### config.mk
export PLATFORM = sky130hd
export DESIGN_NAME = tsei_top
export DESIGN_NICKNAME = d
export VERILOG_FILES = /design/src/rtl/tsei_pkg.sv /design/src/rtl/tsei_prescale.sv /design/src/rtl/tsei_sync.sv /design/src/rtl/tsei_top.sv
export SDC_FILE = /design/constraint.sdc
export NUM_CORES = 1
export LEC_CHECK = 0
export BUFFER_PORTS_ARGS = -buffer_cell sky130_fd_sc_hd__buf_4
export CAP_MARGIN = 10
export CORE_ASPECT_RATIO = 2
export CORE_MARGIN = 2
export CORE_UTILIZATION = 30
export DETAILED_ROUTE_END_ITERATION = 16
export SETUP_SLACK_MARGIN = 0.02
export SLEW_MARGIN = 25
export SYNTH_ARGS = -nofsm -noshare
export SYNTH_HDL_FRONTEND = slang
export SYNTH_HIERARCHICAL = 1
export SYNTH_SLANG_ARGS = --single-unit
### constraint.sdc
create_clock -name core_clk -period 5.5 [get_ports core_clk]
set_clock_uncertainty 0.1 [all_clocks]
set_input_delay 0 -clock core_clk [delete_from_list [all_inputs] [get_ports core_clk]]
set_output_delay 0 -clock core_clk [all_outputs]
set_load 0.02 [all_outputs]
### src/rtl/tsei_pkg.sv
// Package of constants and types for the split-mode timer event logic.
package tsei_pkg;
  localparam int CW = 16;
  // Flag and enable bit positions.
  localparam int FLAG_WRAP = 0;
  localparam int FLAG_HIGH_BYTE_UNDERFLOW = 1;
  localparam int FLAG_COMPARE0_IRQ = 4;
  localparam int FLAG_CMP1 = 5;
  localparam int FLAG_CMP2 = 6;
  localparam logic [7:0] FLAG_RST = 8'h00;
  localparam logic [15:0] CNT_RST = 16'h0000;
  localparam logic [2:0] PRESCALE_RST = 3'h0;
  localparam logic [15:0] FLOOR = 16'h0000;
  // Input A actions.
  typedef enum logic [2:0] {
    A_NONE = 3'h0, A_RISE = 3'h1, A_ANY = 3'h2, A_HIGH = 3'h3, A_DIR = 3'h4
  } tsei_act_a_t;
  // Input B actions.
  typedef enum logic [2:0] {
    B_NONE = 3'h0, B_DIR = 3'h3, B_RRISE = 3'h4, B_RANY = 3'h5,
    B_RHIGH = 3'h6
  } tsei_act_b_t;
  typedef struct packed {
    logic [2:0] input_b_action;
    logic       input_b_enable;
    logic [2:0] input_a_action;
    logic       input_a_enable;
  } tsei_event_control_reg_t;
  typedef struct packed {
    logic       wrap;
    logic       high_underflow;
    logic [2:0] compare;
  } tsei_events_t;
endpackage

### src/rtl/tsei_prescale.sv
// Prescaler that turns the peripheral clock into count ticks.
`timescale 1ns/1ns
`default_nettype none
module tsei_prescale
  import tsei_pkg::*;
(
  // Clock and reset.
  input  wire logic       core_clk,
  input  wire logic       rst_n,
  // Control.
  input  wire logic       run,
  input  wire logic [2:0] prescale_select,
  // One-cycle tick.
  output logic            tick
);
  logic [9:0] div;
  logic [9:0] next_div;
  // Division codes 0..7 map to 1,2,4,8,16,64,256,1024.
  function automatic logic [9:0] div_mask(input logic [2:0] sel);
    case (sel)
      3'h0: div_mask = 10'h000;
      3'h1: div_mask = 10'h001;
      3'h2: div_mask = 10'h003;
      3'h3: div_mask = 10'h007;
      3'h4: div_mask = 10'h00f;
      3'h5: div_mask = 10'h03f;
      3'h6: div_mask = 10'h0ff;
      default: div_mask = 10'h3ff;
    endcase
  endfunction
  assign tick = run &&
                ((div & div_mask(prescale_select)) ==
                 div_mask(prescale_select));
  always_comb begin
    next_div = run ? div + 10'h001 : 10'h000;
  end
  always_ff @(posedge core_clk or negedge rst_n) begin
    if (!rst_n) begin
      div <= 10'h000;
    end else begin
      div <= next_div;
    end
  end
endmodule
`default_nettype wire

### src/rtl/tsei_sync.sv
// Three-stage input synchroniser with agreement filter.
`timescale 1ns/1ns
`default_nettype none
module tsei_sync (
  // Clock and reset.
  input  wire logic core_clk,
  input  wire logic rst_n,
  // Raw and filtered level.
  input  wire logic raw,
  output logic      level
);
  logic [2:0] stage;
  logic       next_level;
  always_comb begin
    next_level = level;
    if (stage[1] == stage[2]) begin
      next_level = stage[1];
    end
  end
  always_ff @(posedge core_clk or negedge rst_n) begin
    if (!rst_n) begin
      stage <= 3'h0;
      level <= 1'b0;
    end else begin
      stage <= {stage[1:0], raw};
      level <= next_level;
    end
  end
endmodule
`default_nettype wire

### src/rtl/tsei_top.sv
// Split-capable timer core with events, inputs and interrupt flags.
`timescale 1ns/1ns
`default_nettype none
module tsei_top
  import tsei_pkg::*;
(
  // Clock and reset.
  input  wire logic         core_clk,
  input  wire logic         rst_n,
  // Control.
  input  wire logic         enable,
  input  wire logic [2:0]   prescale_select,
  input  wire logic         dual_counter_enable,
  input  wire logic         count_down,
  input  wire logic         reset_cmd,
  input  wire tsei_event_control_reg_t event_control_reg,
  // Period and compare values.
  input  wire logic [15:0]  period,
  input  wire logic [15:0]  compare0_irq,
  input  wire logic [15:0]  cmp1,
  input  wire logic [15:0]  cmp2,
  // Event inputs from the routing network.
  input  wire logic         event_input_a,
  input  wire logic         event_input_b,
  // Interrupt enables and flag clear strobes (write one to clear).
  input  wire logic [7:0]   irq_enable_reg,
  input  wire logic [7:0]   flag_clear,
  // Status.
  output logic [15:0]       counter_value,
  output logic              counting_down,
  output logic [7:0]        irq_flag_reg,
  output logic [7:0]        irq_request,
  // Event pulses.
  output tsei_events_t      events
);
  logic         lvl_a;
  logic         lvl_b;
  logic         prev_a;
  logic         prev_b;
  logic         tick;
  logic [15:0]  next_cnt;
  logic         next_dir;
  logic [7:0]   next_flags;
  logic [7:0]   cond;
  tsei_events_t next_events;

  tsei_sync u_sync_a (
    .core_clk (core_clk),
    .rst_n    (rst_n),
    .raw      (event_input_a),
    .level    (lvl_a)
  );
  tsei_sync u_sync_b (
    .core_clk (core_clk),
    .rst_n    (rst_n),
    .raw      (event_input_b),
    .level    (lvl_b)
  );
  tsei_prescale u_pre (
    .core_clk        (core_clk),
    .rst_n           (rst_n),
    .run             (enable),
    .prescale_select (prescale_select),
    .tick            (tick)
  );

  // ************************************************************
  // Event input decode and counting
  // ************************************************************
  logic ev_on;
  logic a_en;
  logic b_en;
  logic a_rise;
  logic a_any;
  logic b_rise;
  logic b_any;
  logic cnt_step;
  logic restart;
  logic dir_a;
  logic dir_b;
  logic do_count;
  logic [7:0] lo;
  logic [7:0] hi;
  assign ev_on  = !dual_counter_enable;
  assign a_en   = ev_on && event_control_reg.input_a_enable;
  assign b_en   = ev_on && event_control_reg.input_b_enable;
  assign a_rise = lvl_a && !prev_a;
  assign a_any  = lvl_a != prev_a;
  assign b_rise = lvl_b && !prev_b;
  assign b_any  = lvl_b != prev_b;
  assign dir_a  = a_en && event_control_reg.input_a_action == A_DIR;
  assign dir_b  = b_en && event_control_reg.input_b_action == B_DIR;
  assign lo     = counter_value[7:0];
  assign hi     = counter_value[15:8];

  always_comb begin
    cnt_step = 1'b0;
    restart  = 1'b0;
    if (a_en) begin
      case (event_control_reg.input_a_action)
        A_RISE:  cnt_step = a_rise;
        A_ANY:   cnt_step = a_any;
        A_HIGH:  cnt_step = lvl_a;
        default: cnt_step = 1'b0;
      endcase
    end
    if (b_en) begin
      case (event_control_reg.input_b_action)
        B_RRISE: restart = b_rise;
        B_RANY:  restart = b_any;
        B_RHIGH: restart = lvl_b;
        default: restart = 1'b0;
      endcase
    end
  end

  // Counting on events replaces clock ticks when A selects a count action.
  always_comb begin
    if (a_en && event_control_reg.input_a_action != A_DIR &&
        event_control_reg.input_a_action != A_NONE) begin
      do_count = enable && cnt_step;
    end else begin
      do_count = tick;
    end
  end

  // ************************************************************
  // Counter, direction and match conditions
  // ************************************************************
  always_comb begin
    next_cnt = counter_value;
    next_dir = counting_down;
    cond     = 8'h00;
    if (dir_a || dir_b) begin
      next_dir = (dir_a && lvl_a) || (dir_b && lvl_b);
    end else begin
      next_dir = count_down;
    end
    if (dual_counter_enable) begin
      next_dir = 1'b1;
      if (do_count) begin
        // Counter and flag registers are only reinterpreted, never rewritten, on mode change.
        next_cnt[7:0]  = (lo == 8'h00) ? period[7:0] : lo - 8'h01;
        next_cnt[15:8] = (hi == 8'h00) ? period[15:8] : hi - 8'h01;
        cond[FLAG_WRAP] = lo == FLOOR[7:0];
        cond[FLAG_HIGH_BYTE_UNDERFLOW] = hi == FLOOR[7:0];
        cond[FLAG_COMPARE0_IRQ] = lo == compare0_irq[7:0];
        cond[FLAG_CMP1] = lo == cmp1[7:0];
        cond[FLAG_CMP2] = lo == cmp2[7:0];
      end
    end else if (do_count) begin
      if (counting_down) begin
        next_cnt = (counter_value == FLOOR) ? period : counter_value - 16'h0001;
        cond[FLAG_WRAP] = counter_value == FLOOR;
      end else begin
        next_cnt = (counter_value >= period) ? FLOOR : counter_value + 16'h0001;
        cond[FLAG_WRAP] = counter_value == period;
      end
      cond[FLAG_COMPARE0_IRQ] = counter_value == compare0_irq;
      cond[FLAG_CMP1] = counter_value == cmp1;
      cond[FLAG_CMP2] = counter_value == cmp2;
    end
    if (restart) begin
      next_cnt = CNT_RST;
      next_dir = 1'b0;
      cond     = 8'h00;
    end
    if (reset_cmd && !enable) begin
      next_cnt = CNT_RST;
      next_dir = 1'b0;
      cond     = 8'h00;
    end
  end

  // ************************************************************
  // Flags, requests and event pulses
  // ************************************************************
  always_comb begin
    // Set wins over a clear in the same cycle.
    next_flags = (irq_flag_reg & ~flag_clear) | cond;
    if (reset_cmd && !enable) begin
      next_flags = FLAG_RST;
    end
    next_events.wrap           = cond[FLAG_WRAP];
    next_events.high_underflow = cond[FLAG_HIGH_BYTE_UNDERFLOW] && dual_counter_enable;
    next_events.compare        = cond[FLAG_CMP2:FLAG_COMPARE0_IRQ];
  end

  assign irq_request = irq_flag_reg & irq_enable_reg;

  always_ff @(posedge core_clk or negedge rst_n) begin
    if (!rst_n) begin
      counter_value <= CNT_RST;
      counting_down <= 1'b0;
      irq_flag_reg  <= FLAG_RST;
      events        <= '0;
      prev_a        <= 1'b0;
      prev_b        <= 1'b0;
    end else begin
      counter_value <= next_cnt;
      counting_down <= next_dir;
      irq_flag_reg  <= next_flags;
      events        <= next_events;
      prev_a        <= lvl_a;
      prev_b        <= lvl_b;
    end
  end

  // ************************************************************
  // Checks
  // ************************************************************
  a_event_flag_tie: assert property (@(posedge core_clk) disable iff (!rst_n)
    events.wrap |-> irq_flag_reg[FLAG_WRAP])
    else $error("wrap event without flag");
  a_high_byte_underflow_dual_only: assert property (@(posedge core_clk) disable iff (!rst_n)
    events.high_underflow |-> $past(dual_counter_enable))
    else $error("high underflow in sixteen-bit mode");
  a_pulse_one_cycle: assert property (@(posedge core_clk) disable iff (!rst_n)
    (events.wrap && $past(period) != 16'h0000 && $past(prescale_select) != 3'h0)
    |=> !events.wrap)
    else $error("wrap event longer than a cycle");
  a_irq_request: assert property (@(posedge core_clk) disable iff (!rst_n)
    irq_request == (irq_flag_reg & irq_enable_reg))
    else $error("request not flag and enable");
  a_flag_sticky: assert property (@(posedge core_clk) disable iff (!rst_n)
    ($past(irq_flag_reg[FLAG_COMPARE0_IRQ]) && !$past(flag_clear[FLAG_COMPARE0_IRQ])
     && !$past(reset_cmd)) |-> irq_flag_reg[FLAG_COMPARE0_IRQ])
    else $error("flag dropped without clear");
  a_dual_down: assert property (@(posedge core_clk) disable iff (!rst_n)
    $past(dual_counter_enable) && !$past(restart) |-> counting_down)
    else $error("dual mode counting up");
  a_dual_no_input: assert property (@(posedge core_clk) disable iff (!rst_n)
    dual_counter_enable |-> !restart && !a_en && !b_en)
    else $error("event input active in dual mode");
  a_hold_disabled: assert property (@(posedge core_clk) disable iff (!rst_n)
    !$past(enable) && !$past(reset_cmd) && !$past(restart)
    |-> $stable(counter_value))
    else $error("counter moved while disabled");

  // Every event pulse must leave its flag behind.
  a_compare0_irq_event_tie: assert property (@(posedge core_clk) disable iff (!rst_n)
    events.compare[0] |-> irq_flag_reg[FLAG_COMPARE0_IRQ])
    else $error("compare 0 event without flag");
  a_cmp1_event_tie: assert property (@(posedge core_clk) disable iff (!rst_n)
    events.compare[1] |-> irq_flag_reg[FLAG_CMP1])
    else $error("compare 1 event without flag");
  a_cmp2_event_tie: assert property (@(posedge core_clk) disable iff (!rst_n)
    events.compare[2] |-> irq_flag_reg[FLAG_CMP2])
    else $error("compare 2 event without flag");
  a_high_byte_underflow_event_tie: assert property (@(posedge core_clk) disable iff (!rst_n)
    events.high_underflow |-> irq_flag_reg[FLAG_HIGH_BYTE_UNDERFLOW])
    else $error("high underflow event without flag");
  a_high_byte_underflow_flag_single: assert property (@(posedge core_clk) disable iff (!rst_n)
    !$past(dual_counter_enable) && !$past(irq_flag_reg[FLAG_HIGH_BYTE_UNDERFLOW])
    |-> !irq_flag_reg[FLAG_HIGH_BYTE_UNDERFLOW])
    else $error("high underflow flag in sixteen-bit mode");

  // Counting behaviour in both modes.
  a_dual_low_floor: assert property (@(posedge core_clk) disable iff (!rst_n)
    $past(do_count) && $past(dual_counter_enable) && $past(lo) == 8'h00
    && !$past(restart) && !$past(reset_cmd)
    |-> irq_flag_reg[FLAG_WRAP])
    else $error("low underflow flag missing");
  a_dual_high_floor: assert property (@(posedge core_clk) disable iff (!rst_n)
    $past(do_count) && $past(dual_counter_enable) && $past(hi) == 8'h00
    && !$past(restart) && !$past(reset_cmd)
    |-> events.high_underflow)
    else $error("high underflow event missing");
  a_up_wrap: assert property (@(posedge core_clk) disable iff (!rst_n)
    $past(do_count) && !$past(dual_counter_enable) && !$past(counting_down)
    && $past(counter_value) == $past(period) && !$past(restart)
    && !$past(reset_cmd) |-> irq_flag_reg[FLAG_WRAP] && counter_value == FLOOR)
    else $error("no wrap at top");
  a_down_reload: assert property (@(posedge core_clk) disable iff (!rst_n)
    $past(do_count) && !$past(dual_counter_enable) && $past(counting_down)
    && $past(counter_value) == FLOOR && !$past(restart) && !$past(reset_cmd)
    |-> irq_flag_reg[FLAG_WRAP] && counter_value == $past(period))
    else $error("no reload at floor");
  a_full_compare: assert property (@(posedge core_clk) disable iff (!rst_n)
    $past(do_count) && !$past(dual_counter_enable) && !$past(restart)
    && $past(counter_value) == $past(compare0_irq) && !$past(reset_cmd)
    |-> events.compare[0] && irq_flag_reg[FLAG_COMPARE0_IRQ])
    else $error("compare 0 match missed");
  a_restart_clears: assert property (@(posedge core_clk) disable iff (!rst_n)
    $past(restart) |-> counter_value == CNT_RST && !counting_down)
    else $error("restart left counter or direction");
  a_reset_cmd_clears: assert property (@(posedge core_clk) disable iff (!rst_n)
    $past(reset_cmd) && !$past(enable) |-> counter_value == CNT_RST
    && irq_flag_reg == FLAG_RST)
    else $error("reset command left state");
  a_clear_flag: assert property (@(posedge core_clk) disable iff (!rst_n)
    $past(flag_clear[FLAG_WRAP]) && !$past(cond[FLAG_WRAP])
    |-> !irq_flag_reg[FLAG_WRAP])
    else $error("flag not cleared by write of one");
  a_dir_or: assert property (@(posedge core_clk) disable iff (!rst_n)
    !dual_counter_enable && dir_a && dir_b && !restart && !reset_cmd
    |=> counting_down == ($past(lvl_a) || $past(lvl_b)))
    else $error("direction not the OR of both levels");
  a_set_wins: assert property (@(posedge core_clk) disable iff (!rst_n)
    cond[FLAG_COMPARE0_IRQ] |=> irq_flag_reg[FLAG_COMPARE0_IRQ])
    else $error("compare flag not set");
endmodule
`default_nettype wire

# Yosys cells after proc, flatten, opt, wreduce, memory -nomap -nowiden
# Index checks and enable logic that the tools add are counted.
dict set report totals {
  output_inout_bits 38
  input_bits 99
  regBits 50
  wordCells 109
}
dict set report op_classes {
  add_sub_neg 5
  n_eq_ne 27
  order_cmp 1
  bitwise 5
  mux 32
  reduce_logical 26
}
# cell n
set ops {}
lappend ops {{16-bit 2-to-1 mux} 8}
lappend ops {{10-bit case mux with 7 select lines} 1}
lappend ops {{16-bit == test} 4}
lappend ops {{8-bit 2-to-1 mux} 4}
lappend ops {{8-bit == test} 3}
lappend ops {{3-bit == test (second input constant)} 7}
lappend ops {{16-bit by 1-bit adder with 16-bit output (second input constant)} 1}
lappend ops {{8-bit bitwise AND} 2}
lappend ops {{16-bit >= comparator} 1}
lappend ops {{16-bit zero test} 1}
lappend ops {{8-bit zero test} 2}
lappend ops {{16-bit by 1-bit subtractor with 16-bit output (second input constant)} 1}
lappend ops {{8-bit by 1-bit subtractor with 8-bit output (second input constant)} 2}
lappend ops {{3-bit by 2-bit == test with 1-bit output (second input constant)} 5}
lappend ops {{1-bit logical AND} 14}
lappend ops {{1-bit 2-to-1 mux} 11}
lappend ops {{10-bit by 1-bit adder with 10-bit output (second input constant)} 1}
lappend ops {{10-bit bitwise AND} 1}
lappend ops {{10-bit == test} 1}
lappend ops {{10-bit 2-to-1 mux} 1}
lappend ops {{3-bit 2-to-1 mux} 3}
lappend ops {{8-bit NOT} 1}
lappend ops {{8-bit bitwise OR} 1}
lappend ops {{7-bit 2-to-1 mux} 1}
lappend ops {{other kinds (10)} 19}

# Longest topological paths before layout
dict set report depth {
  ltp_word 12
  ltp_mapped 10
}

# Hierarchy
# The synthesis kept the hierarchy.
# module instances seq_area_each_um2 cells_each area_per_inst_um2
set by_module_without_submodules {}
lappend by_module_without_submodules {tsei_top 1 800.8 485 3814.9}
lappend by_module_without_submodules {tsei_prescale 1 250.2 55 531.8}
lappend by_module_without_submodules {tsei_sync 2 100.1 5 111.4}

# Worst setup path before layout
# No wires, ideal clock.
dict set report synth_path {
  path_kind {register to register}
  startpoint {reg counter_value[0]}
  endpoint {reg counter_value[8]}
  path_slack_ns 2.696
  n_path_buf 2
  setup_time_ns 0.078
  stages_incl_launch_ff 10
  synth_period_minus_slack_ns 2.804
  t_arrival_ns 2.626
  cell_sequence {dfrtp_1 -> clkbuf_1 -> inv_1 -> ha_1 -> o21ai_0 -> a221oi_4 -> or3_1 -> buf_2 -> o41ai_1 -> o2bb2ai_1}
}
dict set report synth_via {
  elab_chain_len 7
  elab_cells_between_ends 11
  cone_classes {add/sub (2); order compare (1); mux (7); reduce/logical (1)}
}
# element line_no
set synth_lines {}
lappend synth_lines {{start, declared} tsei_top.sv:29} ;# output logic [15:0] counter_value,
lappend synth_lines {{start signal, assigned} tsei_top.sv:200} ;# counter_value <= next_cnt;
lappend synth_lines {{16-bit by 1-bit adder with 16-bit output, or another cell as far along} tsei_top.sv:156} ;# next_cnt = (counter_value >= period) ? FLOOR : counter_value + 16'h0001;
lappend synth_lines {{16-bit 2-to-1 mux, on equally long branches} {tsei_top.sv:156, tsei_top.sv:153}}
lappend synth_lines {{16-bit 2-to-1 mux *} tsei_top.sv:152} ;# if (counting_down) begin
lappend synth_lines {{16-bit 2-to-1 mux *} tsei_top.sv:151} ;# end else if (do_count) begin
lappend synth_lines {{16-bit 2-to-1 mux *} tsei_top.sv:139} ;# if (dual_counter_enable) begin
lappend synth_lines {{16-bit 2-to-1 mux *} tsei_top.sv:163} ;# if (restart) begin
lappend synth_lines {{16-bit 2-to-1 mux *} tsei_top.sv:168} ;# if (reset_cmd && !enable) begin
# Every way passes the cells marked *; elsewhere a longest branch is shown, timed or not. The select of a mux whose other input is x is not followed.
# A chain may end at the register's enable or synchronous reset.

# Worst setup path in the final report
dict set report layout_path {
  startpoint {reg u_pre.div[0]}
  endpoint {reg events[2] (netlist name)}
}
dict set report layout_via {
  elab_chain_len 8
  elab_cells_between_ends 9
  cone_classes {eq/ne (1); mux (6); bitwise (1); reduce/logical (1)}
}
# element line_no
set layout_lines {}
lappend layout_lines {{start, declared} tsei_prescale.sv:16} ;# logic [9:0] div;
lappend layout_lines {{start signal, assigned} tsei_prescale.sv:41} ;# div <= next_div;
lappend layout_lines {{10-bit bitwise AND *} tsei_prescale.sv:32} ;# ((div & div_mask(prescale_select)) ==
lappend layout_lines {{10-bit == test *} tsei_prescale.sv:32}
lappend layout_lines {{1-bit logical AND *} tsei_prescale.sv:31} ;# assign tick = run &&
lappend layout_lines {{via tick} tsei_top.sv:40} ;# logic tick;
lappend layout_lines {{1-bit 2-to-1 mux *} tsei_top.sv:119} ;# if (a_en && event_control_reg.input_a_action != A_DIR &&
lappend layout_lines {{3-bit 2-to-1 mux, on equally long branches} {tsei_top.sv:151, tsei_top.sv:141}}
lappend layout_lines {{3-bit 2-to-1 mux *} tsei_top.sv:139}
lappend layout_lines {{7-bit 2-to-1 mux *} tsei_top.sv:163}
lappend layout_lines {{8-bit 2-to-1 mux *} tsei_top.sv:168}
lappend layout_lines {{via cond[6]} tsei_top.sv:44} ;# logic [7:0] cond;
lappend layout_lines {{end signal, assigned} tsei_top.sv:203} ;# events <= next_events;
lappend layout_lines {{end, declared} tsei_top.sv:34} ;# output tsei_events_t events
# The timed path passes the listed nets; every way through them passes the cells marked *.

==> impl_metrics.tcl <==
set metrics [dict create \
    die_x_um 91.3 \
    tns_ps 0 \
    area_growth_pct 33.9 \
    ys_ff_latch 50 \
    die_y_um 179 \
    hold_start "period[6]" \
    initial_core_util_pct 30.7 \
    worstHoldPathType "in -> reg" \
    largest_reg_flops 16 \
    cap_violations 0 \
    dp_slack_ps 2220 \
    finalCritPeriodShare_pct 66.2 \
    grt.total_usage_pct 22.3 \
    fin_crit_ps 3640 \
    synth.avg_cell_area_um2 8.31 \
    place_congestion 1.00 \
    hold_path_depth 3 \
    path_class "reg -> reg" \
    max_freq_mhz 275 \
    ys_seq_area_share_pct 27.4 \
    drtIter0Drc 305 \
    cts_sinks 50 \
    dieArea_mm2 0.0163 \
    antenna_left 0 \
    ys_warn_count 6 \
    rows 63 \
    synth_top_cell_area_share_pct 27.4 \
    layout-drive-gt1-share_pct 24.1 \
    routed_wl_um 18600 \
    p_sw_mw 0.725 \
    maxSlewHeadroom_pct 32.7 \
    design.portCount 137 \
    wl_per_cell_um 21.0 \
    dp.cells 850 \
    arrival_ps 3770 \
    p_clk_share_pct 22.5 \
    drc 0 \
    synth.area.top_cells "dfrtp_1 (27%), xnor2_1 (7.3%), ha_1 (6.6%), xor2_1 (5.9%), a21oi_1 (3.7%)" \
    port_buffers 136 \
    power_mw 1.65 \
    synth_cells 550 \
    vias 5060 \
    grt_setup_unrepaired "false" \
    viasPerCell 5.73 \
    synthDistinctLibCells 74 \
    grt_first_pass_wirelength_um 28400 \
    grt_overflow 0 \
    synth_top_flop_cell "dfrtp_1" \
    p_per_area_mw_per_mm2 269 \
    yosysMostFrequentCell "dfrtp_1" \
    hold_violations 0 \
    clkTransAtPathRegs_ps 70 \
    utilization_pct 41.1 \
    cts_buffers 5 \
    cts_tree "built" \
    insertion_delay_ps 300 \
    r2r-end "events[2]" \
    fin_hold_ws_ps 25.7 \
    min_to "counter_value[6]" \
    placedInstanceArea_mm2 0.00570 \
    setup_ws_ps 1860 \
    async_flop_share_pct 100 \
    crit_path_end_kind "register" \
    grt_pass1_vias 5308 \
    combPwrFrac_pct 48.0 \
    r2r_cells 8 \
    yosys.area.top_type "dfrtp_1" \
    worst_pin_slew_ps 1000 \
    r2r_slack_ps 1860 \
    rr_startpoint "u_pre/div[0]" \
    slew_violations 0 \
    stdcell_count 883 \
    setup_viol 0 \
    ys_top_cells_by_count "dfrtp_1 (50), xnor2_1 (38), a21oi_1 (34), nand2_1 (34), nor2_1 (33)" \
    p_leak_nw 2.76 \
    dr.pass1.iters 5 \
    required_ps 5630 \
    power.share.sequential_pct 29.5 \
    fin_area_mm2 0.00612 \
    peakVddDrop_mv 0.169 \
    grt_max_degree 51 \
    dp_hpwl_um 14200 \
    cts_max_level 2 \
    core_area_mm2 0.0149 \
    layout.nets 810 \
    syn_area_mm2 0.00457 \
    diodes 0 \
    cts_max_path_buffers 2 \
    syn_nets 673 \
    p_int_mw 0.924 \
    antenna_found_initial 0 \
    outcome "finished clean" \
    cts_root_buf "clkbuf_16" \
    synth-edff-count 0 \
    switching_share_pct 43.9 \
    crit_fanout 10 \
    start_kind "register" \
]
## per-layer routing
layer,share of wire [%],track usage (%),vias up
met2,56,42.8,215
met5,0,0,-
met4,7.0,15.5,0
li1,-,-,2298
met1,33,21.4,2461
met3,4.3,2.87,86
## cells by family after synthesis
logic type               after synthesis  share of synthesized area, %
AO/OA/AOI/OAI                        140                          21.3
XOR/XNOR                              69                          13.2
adder cells (fa/ha/maj)               26                          7.06
buffers and inverters                 65                          5.91
flip-flops                            50                          27.4
multiplexers                           4                         0.904
AND/OR/NAND/NOR                      196                          24.2
## final cells by class
type | instances | area [um^2]
clock buffers | 6 | 129
multi-input cells | 435 | 3050
flip-flops and latches | 50 | 1250
fillers | 1508 | 8780
clock inverters | 2 | 37.5
repair buffers | 162 | 1280
inverters | 33 | 124
well taps | 195 | 244
## critical path, stage by stage, from the launching register on
cell           delay (ps)
dfrtp_1               490
nand3_1               120
a221o_1               270
a211oi_1              370
o21ai_0               230
o21ai_2               290
nand2_1               480
nor4_1                570
dlygate4sd3_1         640
## placed cells by master (no fill, tap or decap), drive strengths merged, types with 3 or more instances in the layout
cell type / instances
or3: 7
a22o: 5
nor2: 33
nor2b: 5
xor2: 31
a21oi: 35
nand2b: 6
o211ai: 6
or4: 9
clkbuf: 6
inv: 32
o22ai: 3
mux2i: 3
o21ba: 3
nor4: 17
nand4: 18
dfrtp: 50
and2: 12
xnor2: 38
a211oi: 5
o31ai: 7
buf: 137
o311ai: 3
and3: 7
nor3b: 7
a221o: 3
nor3: 4
nand3: 28
o21ai: 31
a31oi: 8
ha: 24
nand2: 34
o41ai: 6
dlygate4sd3: 25
## repair_timing
item,4_1_cts,5_1_grt
hold endpoints to repair,71,0
gates resized for setup,0,0
hold buffers,25,0
buffers inserted,0,0
## power by group through the flow
stage / combinational [mW] / sequential [mW] / clock (mW)
after detailed placement: 0.765 / 0.492 / 0
after CTS: 0.781 / 0.485 / 0.379
after floorplan: 0.531 / 0.442 / 0
after global routing: 0.858 / 0.492 / 0.395
final: 0.791 / 0.487 / 0.371
after global placement: 0.758 / 0.487 / 0
## worst max path at each step
| stage | startpoint | endpoint |
|---|---|---|
| after floorplan | counter_value[0] | counter_value[8] |
| after global placement | counter_value[0] | counter_value[8] |
| after detailed placement | counter_value[0] | counter_value[8] |
| after CTS | u_pre/div[0] | events[2] |
| after global routing | u_pre/div[6] | events[2] |
| final | u_pre/div[0] | events[2] |
(Power assumes the default switching activity.)
